### src/vout_regs.svh
`ifndef VOUT_REGS_SVH
`define VOUT_REGS_SVH
// command codes and page values
`define CMD_STORE_USER      8'h15
`define CMD_RESTORE_USER    8'h16
`define CMD_FORMAT          8'h20
`define CMD_TARGET          8'h21
`define CMD_TRIM            8'h22
`define CMD_CAL             8'h23
`define CMD_CEILING         8'h24
`define PAGE_CTL0           8'h00
`define PAGE_CTL1           8'h01
`define PAGE_BOTH           8'hff
// format report fields
`define FORMAT_MODE_LINEAR  3'h0
`define FORMAT_EXPONENT     5'h13
`define FORMAT_VALUE        {`FORMAT_MODE_LINEAR, `FORMAT_EXPONENT}
// scaling and limits, one lsb is 2^-13 volt
`define LSB_PER_VOLT        8192
`define TRIM_RANGE_MV       150
`define TRIM_LIMIT          ((`TRIM_RANGE_MV * `LSB_PER_VOLT) / 1000)
`define CEILING_RANGE_MV    5500
`define CEILING_LIMIT       ((`CEILING_RANGE_MV * `LSB_PER_VOLT) / 1000)
`define STRAP_PCT           115
// reset values
`define TRIM_RESET          16'h0000
`define CAL_RESET           16'h0000
`define SECURITY_RESET      2'h0
`define SECURITY_AFTER_LOAD 2'h1
// store timing
`define CLK_HZ              10000000
`define BUSY_MS             100
`define BUSY_CYCLES         ((`BUSY_MS * `CLK_HZ) / 1000)
`endif

### src/vout_pkg.sv
package vout_pkg;
    typedef logic [15:0] word_t;
    // word index is page * 4 + target, trim, cal, ceiling
    typedef word_t [7:0] image_t;
    typedef enum logic [1:0] {ST_CAPTURE, ST_LOAD, ST_SAVE, ST_IDLE} ctrl_e;
    typedef enum logic [1:0] {SS_IDLE, SS_SAVE, SS_LOAD} store_e;
endpackage : vout_pkg

### src/store_if.sv
`timescale 1ns/1ps
`default_nettype none
interface store_if;
    import vout_pkg::*;
    logic   save_req;
    logic   load_req;
    image_t save_image;
    logic   busy;
    logic   done;
    logic   load_valid;
    image_t load_image;
    modport ctrl (output save_req, load_req, save_image,
                  input busy, done, load_valid, load_image);
    modport store (input save_req, load_req, save_image,
                   output busy, done, load_valid, load_image);
endinterface : store_if
`default_nettype wire

### src/target_calc.sv
`timescale 1ns/1ps
`default_nettype none
module target_calc (
    // operating settings
    input  wire vout_pkg::word_t target,
    input  wire vout_pkg::word_t trim,
    input  wire vout_pkg::word_t cal,
    input  wire vout_pkg::word_t ceiling,
    // result
    output vout_pkg::word_t      effective
);
    import vout_pkg::*;
    logic signed [17:0] sum;

    // 18 bits cannot overflow for three 16-bit terms
    always_comb begin
        sum = $signed({2'h0, target}) + $signed({{2{trim[15]}}, trim})
            + $signed({{2{cal[15]}}, cal});
        if (sum < 18'sh0) begin // [RULE_20]
            effective = 16'h0000;
        end else if (sum > $signed({2'h0, ceiling})) begin
            effective = ceiling; // [RULE_15] [RULE_16]
        end else begin
            effective = sum[15:0];
        end
    end
endmodule : target_calc
`default_nettype wire

### src/user_store.sv
`timescale 1ns/1ps
`default_nettype none
`include "vout_regs.svh"
module user_store #(
    parameter int unsigned BUSY_CYCLES = `BUSY_CYCLES
) (
    // clock and reset
    input  wire logic clk,
    input  wire logic reset,
    // controller side
    store_if.store    port
);
    import vout_pkg::*;
    store_e      st_q, st_d;
    logic [31:0] cnt_q, cnt_d;
    logic [31:0] run_q, run_d;
    logic        valid_q, valid_d;
    logic        done_q, done_d;
    image_t      mem_q, mem_d;

    always_comb begin
        st_d = st_q;
        cnt_d = cnt_q;
        valid_d = valid_q;
        done_d = 1'b0;
        mem_d = mem_q;
        run_d = port.busy ? run_q + 32'h1 : 32'h0;
        case (st_q)
            SS_IDLE: begin
                if (port.save_req) begin
                    mem_d = port.save_image;
                    valid_d = 1'b1;
                    cnt_d = BUSY_CYCLES - 32'h1;
                    st_d = SS_SAVE;
                end else if (port.load_req) begin
                    cnt_d = BUSY_CYCLES - 32'h1;
                    st_d = SS_LOAD;
                end
            end
            SS_SAVE, SS_LOAD: begin
                if (cnt_q == 32'h0) begin
                    st_d = SS_IDLE;
                    done_d = 1'b1;
                end else begin
                    cnt_d = cnt_q - 32'h1;
                end
            end
            default: st_d = SS_IDLE;
        endcase
    end

    // contents survive reset; the valid mark, state and counters are cleared
    always_ff @(posedge clk) begin
        mem_q <= mem_d;
    end

    always_ff @(posedge clk) begin
        if (reset) begin
            st_q <= SS_IDLE;
            cnt_q <= 32'h0;
            valid_q <= 1'b0;
            done_q <= 1'b0;
            run_q <= 32'h0;
        end else begin
            st_q <= st_d;
            cnt_q <= cnt_d;
            valid_q <= valid_d;
            done_q <= done_d;
            run_q <= run_d;
        end
    end

    assign port.busy = (st_q != SS_IDLE);
    assign port.done = done_q;
    assign port.load_valid = valid_q;
    assign port.load_image = mem_q;
endmodule : user_store
`default_nettype wire

### src/output_voltage_setpoint_regs.sv
`timescale 1ns/1ps
`default_nettype none
`include "vout_regs.svh"
// Operation
// [RULE_01] code 15h saves operating settings to store
// [RULE_02] saving keeps device busy for 100 ms
// [RULE_03] host empties store: factory load, then save
// [RULE_04] host adds: restore, write, then save
// [RULE_05] code 16h loads store into operating settings
// [RULE_06] load runs by itself after reset
// [RULE_07] finished load sets security level one
// [RULE_08] loading busy 100 ms, traffic ignored
// [RULE_09] code 20h reads fixed format byte 13h
// [RULE_10] format: mode bits zero, exponent low
// [RULE_11] 21h unsigned setpoint, default from strap
// [RULE_12] setpoint capped at max of 115%, ceiling
// [RULE_13] 22h signed trim, reset zero, 150 mV
// [RULE_14] 23h signed calibration offset, reset zero
// [RULE_15] commanded output never exceeds the ceiling
// [RULE_16] setpoint above ceiling drives the ceiling
// [RULE_17] ceiling never rescaled by setpoint changes
// [RULE_18] ceiling defaults 1.15 strap, capped 5.5V
// [RULE_19] page picks controller 0, 1 or both
// [RULE_20] output is saturated sum clamped to ceiling
// [RULE_21] busy store or load refuses transactions
module output_voltage_setpoint_regs #(
    parameter int unsigned BUSY_CYCLES = `BUSY_CYCLES
) (
    // clock and reset
    input  wire logic             clk,
    input  wire logic             reset,
    // strap and page select
    input  wire vout_pkg::word_t  voltage_strap_setting,
    input  wire logic [7:0]       page_select,
    // command transaction
    input  wire logic             txn_valid,
    input  wire logic             txn_write,
    input  wire logic [7:0]       txn_code,
    input  wire vout_pkg::word_t  txn_wdata,
    // transaction answer
    output logic                  txn_ack,
    output logic                  txn_nack,
    output vout_pkg::word_t       txn_rdata,
    // regulator side
    output vout_pkg::word_t       effective_target_0,
    output vout_pkg::word_t       effective_target_1,
    output logic [1:0]            security_level,
    output logic                  store_busy
);
    import vout_pkg::*;

    localparam word_t TRIM_LIM = 16'(`TRIM_LIMIT);
    localparam word_t CEIL_LIM = 16'(`CEILING_LIMIT);

    function automatic word_t clamp_unsigned(input word_t v,
                                             input word_t lim);
        return (v > lim) ? lim : v;
    endfunction : clamp_unsigned

    function automatic word_t clamp_signed(input word_t v,
                                           input word_t lim);
        word_t neg;
        neg = 16'(~lim + 16'h1);
        if ($signed(v) > $signed(lim)) begin
            return lim;
        end else if ($signed(v) < $signed(neg)) begin
            return neg;
        end
        return v;
    endfunction : clamp_signed

    function automatic word_t pct115(input word_t v);
        logic [31:0] p;
        p = (32'(v) * 32'(`STRAP_PCT)) / 32'h64;
        return (p > 32'h0000ffff) ? 16'hffff : p[15:0];
    endfunction : pct115

    store_if sif ();

    ctrl_e        st_q, st_d;
    word_t        s115_q, s115_d;
    word_t [1:0]  target_q, target_d;
    word_t [1:0]  trim_q, trim_d;
    word_t [1:0]  cal_q, cal_d;
    word_t [1:0]  ceil_q, ceil_d;
    word_t [1:0]  eff_q, eff_c;
    logic  [1:0]  sec_q, sec_d;
    logic         ack_q, ack_d;
    logic         nack_q, nack_d;
    word_t        rdata_q, rdata_d;
    logic         save_q, save_d;
    logic         load_q, load_d;
    logic         busy_q;
    logic  [1:0]  sel;
    logic         page_ok;
    logic         rp;

    // page decode
    always_comb begin
        sel[0] = (page_select == `PAGE_CTL0) || // [RULE_19]
                 (page_select == `PAGE_BOTH);
        sel[1] = (page_select == `PAGE_CTL1) ||
                 (page_select == `PAGE_BOTH);
        page_ok = |sel;
        rp = (page_select == `PAGE_CTL1);
    end

    for (genvar p = 0; p < 2; p++) begin : g_calc
        target_calc u_calc (
            .target    (target_q[p]),
            .trim      (trim_q[p]),
            .cal       (cal_q[p]),
            .ceiling   (ceil_q[p]),
            .effective (eff_c[p])
        );
    end

    user_store #(
        .BUSY_CYCLES (BUSY_CYCLES)
    ) u_store (
        .clk   (clk),
        .reset (reset),
        .port  (sif)
    );

    // store image follows the live settings, so restore-edit-save works
    always_comb begin
        for (int p = 0; p < 2; p++) begin
            sif.save_image[p*4]   = target_q[p]; // [RULE_04]
            sif.save_image[p*4+1] = trim_q[p];
            sif.save_image[p*4+2] = cal_q[p];
            sif.save_image[p*4+3] = ceil_q[p];
        end
    end
    assign sif.save_req = save_q;
    assign sif.load_req = load_q;

    always_comb begin
        st_d = st_q;
        s115_d = s115_q;
        target_d = target_q;
        trim_d = trim_q;
        cal_d = cal_q;
        ceil_d = ceil_q;
        sec_d = sec_q;
        ack_d = 1'b0;
        nack_d = 1'b0;
        rdata_d = rdata_q;
        save_d = 1'b0;
        load_d = 1'b0;
        case (st_q)
            ST_CAPTURE: begin
                // strap is sampled only after reset has gone
                s115_d = pct115(voltage_strap_setting);
                for (int p = 0; p < 2; p++) begin
                    target_d[p] = voltage_strap_setting; // [RULE_11]
                    trim_d[p] = `TRIM_RESET; // [RULE_13]
                    cal_d[p] = `CAL_RESET; // [RULE_14]
                    ceil_d[p] = clamp_unsigned( // [RULE_18]
                        pct115(voltage_strap_setting), CEIL_LIM);
                end
                load_d = 1'b1; // [RULE_06]
                st_d = ST_LOAD;
                nack_d = txn_valid;
            end
            ST_LOAD, ST_SAVE: begin
                nack_d = txn_valid; // [RULE_08] [RULE_21]
                if (sif.done) begin
                    if (st_q == ST_LOAD) begin
                        if (sif.load_valid) begin
                            for (int p = 0; p < 2; p++) begin
                                target_d[p] = sif.load_image[p*4];
                                trim_d[p] = sif.load_image[p*4+1];
                                cal_d[p] = sif.load_image[p*4+2];
                                ceil_d[p] = sif.load_image[p*4+3];
                            end
                        end
                        sec_d = `SECURITY_AFTER_LOAD; // [RULE_07]
                    end
                    st_d = ST_IDLE;
                end
            end
            ST_IDLE: begin
                if (txn_valid) begin
                    ack_d = 1'b1;
                    case (txn_code)
                        `CMD_STORE_USER: begin
                            if (txn_write) begin
                                save_d = 1'b1; // [RULE_01] [RULE_02]
                                st_d = ST_SAVE;
                            end else begin
                                ack_d = 1'b0;
                            end
                        end
                        `CMD_RESTORE_USER: begin
                            if (txn_write) begin
                                load_d = 1'b1; // [RULE_05]
                                st_d = ST_LOAD;
                            end else begin
                                ack_d = 1'b0;
                            end
                        end
                        `CMD_FORMAT: begin
                            if (txn_write) begin
                                ack_d = 1'b0;
                            end else begin
                                rdata_d = {8'h00, `FORMAT_VALUE}; // [RULE_09] [RULE_10]
                            end
                        end
                        `CMD_TARGET, `CMD_TRIM, `CMD_CAL, `CMD_CEILING: begin
                            if (!page_ok) begin
                                ack_d = 1'b0;
                            end else if (!txn_write) begin
                                case (txn_code)
                                    `CMD_TARGET: rdata_d = target_q[rp];
                                    `CMD_TRIM:   rdata_d = trim_q[rp];
                                    `CMD_CAL:    rdata_d = cal_q[rp];
                                    default:     rdata_d = ceil_q[rp];
                                endcase
                            end else begin
                                for (int p = 0; p < 2; p++) begin
                                    if (sel[p]) begin
                                        case (txn_code)
                                            `CMD_TARGET: target_d[p] =
                                                clamp_unsigned(txn_wdata,
                                                (ceil_q[p] > s115_q) ?
                                                ceil_q[p] : s115_q); // [RULE_12]
                                            `CMD_TRIM: trim_d[p] =
                                                clamp_signed(txn_wdata,
                                                TRIM_LIM); // [RULE_13]
                                            `CMD_CAL: cal_d[p] =
                                                clamp_signed(txn_wdata,
                                                TRIM_LIM); // [RULE_14]
                                            // own value, untouched by setpoint
                                            default: ceil_d[p] =
                                                clamp_unsigned(txn_wdata,
                                                CEIL_LIM); // [RULE_17] [RULE_18]
                                        endcase
                                    end
                                end
                            end
                        end
                        default: ack_d = 1'b0;
                    endcase
                    nack_d = !ack_d;
                end
            end
            default: st_d = ST_IDLE;
        endcase
    end

    always_ff @(posedge clk) begin
        if (reset) begin
            st_q <= ST_CAPTURE;
            s115_q <= 16'h0000;
            target_q <= '0;
            trim_q <= '0;
            cal_q <= '0;
            ceil_q <= '0;
            eff_q <= '0;
            sec_q <= `SECURITY_RESET;
            ack_q <= 1'b0;
            nack_q <= 1'b0;
            rdata_q <= 16'h0000;
            save_q <= 1'b0;
            load_q <= 1'b0;
            busy_q <= 1'b1;
        end else begin
            st_q <= st_d;
            s115_q <= s115_d;
            target_q <= target_d;
            trim_q <= trim_d;
            cal_q <= cal_d;
            ceil_q <= ceil_d;
            eff_q <= eff_c; // [RULE_20]
            sec_q <= sec_d;
            ack_q <= ack_d;
            nack_q <= nack_d;
            rdata_q <= rdata_d;
            save_q <= save_d;
            load_q <= load_d;
            busy_q <= (st_d != ST_IDLE);
        end
    end

    assign txn_ack = ack_q;
    assign txn_nack = nack_q;
    assign txn_rdata = rdata_q;
    assign effective_target_0 = eff_q[0];
    assign effective_target_1 = eff_q[1];
    assign security_level = sec_q;
    assign store_busy = busy_q;
endmodule : output_voltage_setpoint_regs
`default_nettype wire

### config.mk
export PLATFORM = sky130hd
export DESIGN_NAME = output_voltage_setpoint_regs
export DESIGN_NICKNAME = d
export VERILOG_FILES = /design/src/vout_pkg.sv /design/src/store_if.sv /design/src/target_calc.sv /design/src/user_store.sv /design/src/output_voltage_setpoint_regs.sv
export VERILOG_INCLUDE_DIRS = /design/src
export SDC_FILE = /design/constraint.sdc
export NUM_CORES = 1
export LEC_CHECK = 0
export ABC_AREA = 1
export BUFFER_PORTS_ARGS = -buffer_cell sky130_fd_sc_hd__buf_2
export CAP_MARGIN = 25
export CORE_MARGIN = 8
export CORE_UTILIZATION = 32
export DETAILED_ROUTE_END_ITERATION = 8
export PLACE_DENSITY = 0.48
export REMOVE_ABC_BUFFERS = 1
export SKIP_LAST_GASP = 1
export SYNTH_ARGS = -nofsm -noshare
export SYNTH_HDL_FRONTEND = slang
export SYNTH_SLANG_ARGS = --single-unit
### constraint.sdc
create_clock -name clk -period 11.2 [get_ports clk]
set_input_delay 0.56 -clock clk [delete_from_list [all_inputs] [get_ports clk]]
set_output_delay 0.56 -clock clk [all_outputs]
set_load 0.01 [all_outputs]
-- Word-level counts from Yosys, hierarchy flattened
Cells that the tools add are included.
- flip-flop bits (word level): 364
- input bits: 52
- output and inout bits: 53
- add/sub/neg operators: 5
- multiply operators: 1
- divide/modulo/power cells: 1
- order comparisons: 14
- equality and inequality tests: 34
- muxes and demuxes: 129
- bitwise gates (word level): 4
- reduce and logical (&&, ||, !) cells: 34
- operators with widths (operator ; number):
    2-to-1 mux 32 bit ; 31
    2-to-1 mux 16 bit ; 41
    one-hot mux 32 bit (3 select lines) ; 4
    AND reduction 9 bit ; 8
    > comparator 16 bit ; 4
    one-hot mux 32 bit (2 select lines) ; 1
    one-hot mux 16 bit (3 select lines) ; 1
    equality test 8 x 6 -> 1 bit (second input constant) ; 5
    2-to-1 mux 1 bit ; 37
    adder 17 x 16 -> 18 bit ; 2
    adder 18 x 16 -> 18 bit ; 2
    > comparator 18 x 17 -> 1 bit ; 2
    < comparator 18 x 1 -> 1 bit (second input constant) ; 2
    divider 23 x 7 -> 32 bit (second input constant) ; 1
    > comparator 16 bit (second input constant) ; 2
    > comparator 32 x 16 -> 1 bit (second input constant) ; 1
    logical NOT 32 bit ; 1
    != test 2 bit (second input constant) ; 16
    one-hot mux 16 bit (2 select lines) ; 1
    subtractor 32 x 1 -> 32 bit (second input constant) ; 1
    multiplier 16 x 7 -> 23 bit (second input constant) ; 1
    equality test 8 x 5 -> 1 bit (second input constant) ; 2
    > comparator 16 x 12 -> 1 bit (second input constant) ; 1
    < comparator 16 x 12 -> 1 bit (second input constant) ; 1
    other kinds (24) ; 54

-- Depth between registers and ports, before layout
Gate-level depths: netlist of the first run.
- depth in word-level cells: 18
- depth in mapped cells: 108

-- Hierarchy
From an unflattened synthesis of the first run, not the netlist that was laid out.
- cells, all modules: 3995
- area total of the unflattened synthesis: 28426.0 um^2
- by module, submodules not included (module ; instances ; cells each ; area an instance (um^2) ; seq. area each (um^2)):
    output_voltage_setpoint_regs ; 1 ; 2804 ; 17998.5 ; 4003.8
    user_store ; 1 ; 543 ; 6386.1 ; 4564.4
    target_calc at g_calc[0].u_calc ; 1 ; 329 ; 2045.7 ; 0.0
    target_calc at g_calc[1].u_calc ; 1 ; 319 ; 1995.7 ; 0.0

-- Worst setup path after synthesis of the first run
OpenSTA, ideal clock, no wires.
- kind: input to register
- start: input port voltage_strap_setting[3]
- end: register ceil_q[22] (netlist bit)
- arrival: 10416 ps
- data required time: 11081 ps
- slack: 665 ps
- cell stages on the path: 97
- buffers on the path: 1
- cell sequence: inv_1 -> fa_1 -> inv_1 -> fa_1 -> ha_1 -> inv_1 -> fa_1 -> inv_1 -> ha_1 -> nand2_1 -> inv_1 -> a21oi_1 -> nand3_2 -> nand2_1 -> nand2_1 -> nand2_1 -> nand2_1 -> nor2_1 -> [... 61 more ...] -> nor2_2 -> nand2_4 -> nand2_4 -> nand2_4 -> nand2_4 -> nor2_4 -> nand2_2 -> nand2_1 -> nand3_1 -> nand2_1 -> nand2_1 -> nor2_1 -> nand2_1 -> nand3_4 -> nand2_4 -> buf_8 -> nand3_2 -> a21oi_1
- longest elaborated chain between the ends: 7
- RTL lines (what ; line ; text):
    start, declared ; output_voltage_setpoint_regs.sv:33 ; input wire vout_pkg::word_t voltage_strap_setting,
    multiplier 16 x 7 -> 23 bit * ; output_voltage_setpoint_regs.sv:74 ; p = (32'(v) * 32'(`STRAP_PCT)) / 32'h64;
    divider 23 x 7 -> 32 bit * ; output_voltage_setpoint_regs.sv:74 ;
    > comparator 32 x 16 -> 1 bit ; output_voltage_setpoint_regs.sv:75 ; return (p > 32'h0000ffff) ? 16'hffff : p[15:0];
    2-to-1 mux 16 bit * ; output_voltage_setpoint_regs.sv:75 ;
    > comparator 16 bit ; output_voltage_setpoint_regs.sv:57 ; return (v > lim) ? lim : v;
    2-to-1 mux 16 bit * ; output_voltage_setpoint_regs.sv:57 ;
    one-hot mux 32 bit (3 select lines) * ; output_voltage_setpoint_regs.sv:151 ; case (st_q)
    end signal, assigned ; output_voltage_setpoint_regs.sv:274 ; ceil_q <= ceil_d;
    end, declared ; output_voltage_setpoint_regs.sv:85 ; word_t [1:0] ceil_q, ceil_d;
Every way passes the cells marked *; elsewhere a longest branch is shown, timed or not.
A chain may end at the register's enable or synchronous reset.

-- Final worst setup path of the first run
- start: input port voltage_strap_setting[5]
- end: register ceil_q[12] (netlist bit)
Same word-level chain as after synthesis.

==> flow_summary.ini, run 1 <==
[final_layout]
drive_above_1_share_pct = 19.8
mostFrequentLayoutCell = nand2_1
nets = 4068
areaGrowthSynthToFinish_pct = 22.0
final_cell_mix = 851 x nand2_1, 392 x inv_1, 281 x a21oi_1
antennaDiodeCount = 0
fillers = 8434

[global_route]
overflow = 0
grt_pass1_wl_mm = 141
grt_pass1_vias = 23900
grtUsageTotal_pct = 19.7
antenna_found_initial = 3
grt_start_max_net_pins = 74

[die]
coreArea_um2 = 80700
io_pins = 105
die_x_um = 302
design.die.area_um2 = 91000
die_h_um = 302
std_cell_rows = 104
initial_core_util_pct = 32.4

[drt]
drt-total-wl_mm = 92.4
antenna_left = 0
drc = 0
post_drt_wl_per_cell_um = 19.1
via_count = 24400
drt_iter0_drc = 1754
via_per_inst = 5.03
dr.pass1.iters = 5

[cts]
cts_buffers = 44
cts_max_level = 2
cts_buffer_depth = 3
cts_tree = built
ctsRootBufferMaster = clkbuf_16
clk_pin_slew_worst_paths_ns = 0.05
cts_sinks = 364
clk_latency_ns = 0.59

[logic_synthesis]
synth_seq_area_share_pct = 32.8
synthCells = 3497
ys_ff_latch = 364
ys_async_sr_fraction_pct = 0
synth_flop_cell = dfxtp_1
synth.avg_cell_area_um2 = 7.47
yosysWarnings = 0
synth_area_um2 = 26100
synth_cell_types = 71
synth_edf_count = 128

[setup_path]
critPathRequiredTime_ns = 11.68
cp-start-kind = primary input
crit_path_max_fanout = 6
cp-end-kind = register
slowest_delay_ns = 0.51
crit_slowest_cell = fa_1
crit_type = in -> reg
cp.arrival_ns = 11.84
cp_common_cell = nand2_4

[placement]
globalplace.congestion = 0.872
port_buffers = 103
dp_hpwl_mm = 69.4

[sta]
whs_ns = 0.320
fin_ws_ns = -0.158
rsz0062_at_grt = yes
fin_skew_ns = 0.0370
max_slew_margin_pct = 29.8
post-route-min-period_ns = 11.36
setup-tns-final_ns = -2.83
setup_violations = 28
tightestPinTransition_ns = 1.05
max_freq_mhz = 88.0
hold_viol = 0
drv_slew = 0
period_share_pct = 101

[outcome]
status = complete, but fails checks
violations = setup timing

[run]
max-cap-violations = 0

[min_path]
hold_class = in -> reg
==> synth_stat cells, types with 13 or more instances <==
cell	count	area, um^2
nand2_1	914	3430
inv_1	405	1520
a21oi_1	305	1530
o21ai_0	239	1200
dfxtp_1	236	4720
nor2_1	227	852
ha_1	193	2410
edfxtp_1	128	3840
nand3_1	115	576
clkbuf_1	98	368
fa_1	73	1460
nand2_2	62	388
nand4_1	51	319
a31oi_1	49	307
xor2_1	45	394
a32o_1	37	370
nor3_1	34	170
inv_2	28	105
nand2_4	26	293
nand3_2	22	220
o21bai_1	20	150
a211oi_1	17	128
nor4_1	17	106
clkinv_1	13	48.8
==> critical path, delay by kind of cell <==
family / cells / cell delay, ns
AO/OA/AOI/OAI: 2 / 0.33
adder cells (fa/ha/maj): 5 / 2.03
buffers and inverters: 10 / 0.82
AND/OR/NAND/NOR: 83 / 8.09
==> routing by layer <==
metal | vias up | track usage [%] | wire length, um
met4 | 4 | 5.02 | 2080
met5 | - | 0 | 27
li1 | 12200 | - | -
met2 | 558 | 31.9 | 41600
met1 | 11500 | 27.7 | 44100
met3 | 106 | 2.50 | 4520
==> stage by stage <==
| step | std cells | setup slack (ns) | utilization [%] | cell area, um^2 |
|---|---|---|---|---|
| global route | 4846 | -0.994 | 39.5 | 31800 |
| CTS | 4811 | 0.00513 | 37.9 | 30600 |
| detailed placement | 4726 | -0.650 | 35.8 | 28900 |
| global placement | 4726 | -0.464 | 35.8 | 28900 |
| finish | 4846 | -0.158 | 39.5 | 31800 |
| floorplan | 3386 | 0.602 | - | 25700 |
==> logic make-up (layout without fill, tap and decap cells) <==
family                     after synthesis  count (layout)  share of synthesized area [%]
AOI/OAI and AO/OA                      738             738                           16.3
xor gates and xnor gates                54              54                           1.81
adders and majority gates              266             266                           14.8
buffers and inverters                  562             850                           8.29
DFF                                    364             364                           32.8
other                                    1               1                         0.0144
and+or+nand+nor                       1512            1513                           25.9
==> final cells by class <==
type | count | area [um^2] | area share [%]
clock buffers | 55 | 1230 | 3.88
clock inverters | 27 | 385 | 1.21
inverters | 451 | 1730 | 5.42
multi-input cells | 2572 | 16500 | 51.7
flip-flops and latches | 364 | 8570 | 26.9
well taps | 1060 | 1330 | 4.16
repair buffers | 317 | 2150 | 6.77
==> registers in the layout, summed over array words and instances (netlist names) <==
signal                   cells
security_level               1
u_store.port.done            1
txn_nack                     1
save_q                       1
s115_q                      16
txn_ack                      1
u_store.st_q                 2
txn_rdata                   16
effective_target_0          16
sif.save_image              64
u_store.port.load_valid      1
u_store.cnt_q               32
load_q                       1
u_store.port.load_image    128
st_q                         2
ceil_q                      32
store_busy                   1
cal_q                       32
effective_target_1          16
==> path summary, 6_finish.rpt <==
check	from	slack [ns]	cells after the start	to
max reg2reg	cal_q[1]	4.79	25	effective_target_0[12]
min reg2reg	u_store.cnt_q[30]	0.45	1	u_store.cnt_q[30]
max	voltage_strap_setting[5]	-0.16	100	ceil_q[12]
min	txn_valid	0.32	3	txn_nack
==> timing repair <==
item / CTS / global route
gates cloned: 0 / 1
setup buffers: 3 / 35
hold buffers: 0 / 0
pin swaps: 7 / 118
endpoints found under the setup margin: 19 / 33
gates resized for setup: 14 / 221
Power of run 1 is not shown: default switching activity piles up to over one toggle a cycle in this logic, so the estimate is an artifact.
==> run 2: changes to the inputs <==
--- a/config.mk
+++ b/config.mk
@@ -14,7 +14,7 @@
 export DETAILED_ROUTE_END_ITERATION = 8
 export PLACE_DENSITY = 0.48
 export REMOVE_ABC_BUFFERS = 1
-export SKIP_LAST_GASP = 1
 export SYNTH_ARGS = -nofsm -noshare
 export SYNTH_HDL_FRONTEND = slang
 export SYNTH_SLANG_ARGS = --single-unit
+export TNS_END_PERCENT = 1
==> run 2 against run 1 <==
Against the previous run:
- the flow still finishes with violations (setup timing)
- cell count about the same
- worst hold slack better by 0.00062 ns
- via count down 0.24%
- wire length shrank 0.15%
- core utilization about the same
- critical path depth is 1 lower
- non-clock buffer count up 1
- worst setup slack gained 0.023 ns
- clock skew grew 0.0012 ns
- design area about the same
==> flow_summary.ini, run 2 (synthesis results as in run 1) <==
[drt]
met1Wirelength_mm = 44.0
via_per_inst = 5.02
via_count = 24300
post_drt_wl_per_cell_um = 19.0
antenna_left = 0
wl_met3_mm = 4.58
wl_met2_mm = 41.5
drc = 0
routed.top_layer = met5
dr.pass1.iters = 5
drt_iter0_drc = 1821
drt-total-wl_mm = 92.2

[placement]
dp_hpwl_mm = 69.4
globalplace.congestion = 0.872
port_buffers = 103
dp.cells = 4726
pre_cts_slack_ns = -0.650

[sta]
rsz0062_at_grt = yes
post-route-min-period_ns = 11.33
max_slew_margin_pct = 29.0
hold_viol = 0
tightestPinTransition_ns = 1.05
drv_slew = 0
setup-tns-final_ns = -2.44
max_freq_mhz = 88.2
setup_violations = 27
fin_skew_ns = 0.0382
period_share_pct = 101
fin_ws_ns = -0.135

[setup_path]
r2r_cells = 27
cp.arrival_ns = 11.85
crit_path_max_fanout = 6
crit_type = in -> reg
cp_common_cell = nand2_4
critPathRequiredTime_ns = 11.72
cp-end-kind = register
crit_slowest_cell = fa_1
slowest_delay_ns = 0.51
cp-start-kind = primary input

[final_layout]
antennaDiodeCount = 0
drive_above_1_share_pct = 19.6
nets = 4069
fillers = 8437
fin_cells = 4847
final_cell_mix = 851 x nand2_1, 392 x inv_1, 287 x a21oi_1
largest_register_ffs = 128
mostFrequentLayoutCell = nand2_1
areaGrowthSynthToFinish_pct = 21.9

[global_route]
antenna_found_initial = 3
overflow = 0
grt_pass1_vias = 23900
grt_start_max_net_pins = 74
grt_pass1_wl_mm = 141
grtUsageTotal_pct = 19.7

[outcome]
violations = setup timing
status = complete, but fails checks

[die]
initial_core_util_pct = 32.4
die_x_um = 302
coreArea_um2 = 80700
std_cell_rows = 104
io_pins = 105
design.die.area_um2 = 91000
die_h_um = 302

[cts]
cts_buffer_depth = 3
cts_max_level = 2
cts_buffers = 44
clk_pin_slew_worst_paths_ns = 0.06
cts_tree = built
ctsHoldBuffers = 0
clk_latency_ns = 0.59
cts_sinks = 364
ctsRootBufferMaster = clkbuf_16

[run]
max-cap-violations = 0

[min_path]
hold_class = in -> reg
hold-path-cell-count = 3
run 2: cell count changes in the layout (fill, tap and decap cells not counted):
cell     before  now
nor2_2       18   17
a21oi_2      23   17
a21oi_1     281  287
nor2_1      206  207
buf_4       211  212
run 2: layout make-up:
class                           instances  area (um^2)  share of cell area, %
Clock inverter                         27          385                   1.21
Sequential cell                       364         8570                   26.9
Timing Repair Buffer                  318         2160                   6.79
Multi-Input combinational cell       2572        16400                   51.6
Clock buffer                           55         1230                   3.88
Inverter                              451         1730                   5.42
Tap cell                             1060         1330                   4.17
run 2: metrics by stage:
step                      area [um^2]  util (%)  hold slack (ns)
after floorplan                 25700         -            0.424
after detailed placement        28900      35.8            0.445
after CTS                       30600      37.9            0.294
final                           31800      39.5            0.321
after global placement          28900      35.8            0.437
after global routing            31800      39.5            0.310
run 2: routing by layer:
layer	track usage, %	vias up
met1	27.7	11500
met3	2.50	106
met2	31.9	529
li1	-	12200
met5	0	-
met4	5.02	4
run 2: final timing paths:
kind                            startpoint                  to  slack, ns
hold reg to reg          u_store.cnt_q[30]   u_store.cnt_q[30]       0.45
setup reg to reg                ceil_q[16]  sif.save_image[75]       4.80
setup / recovery  voltage_strap_setting[5]          ceil_q[25]      -0.13
hold / removal                   txn_valid            txn_nack       0.32
run 2: critical path, delay by kind of cell:
| kind | cells | cell delay, ns |
|---|---|---|
| AO/OA/AOI/OAI | 3 | 0.49 |
| buffers and inverters | 11 | 0.94 |
| adder cells (fa/ha/maj) | 5 | 2.03 |
| AND/OR/NAND/NOR | 80 | 7.78 |
run 2: what timing repair did:
item                       in CTS  in global routing
setup endpoints to repair      19                 33
pin swaps                       7                116
resized for setup              14                214
setup buffers                   3                 35
cloned                          0                  1
Power of run 2 is left out for the same reason.
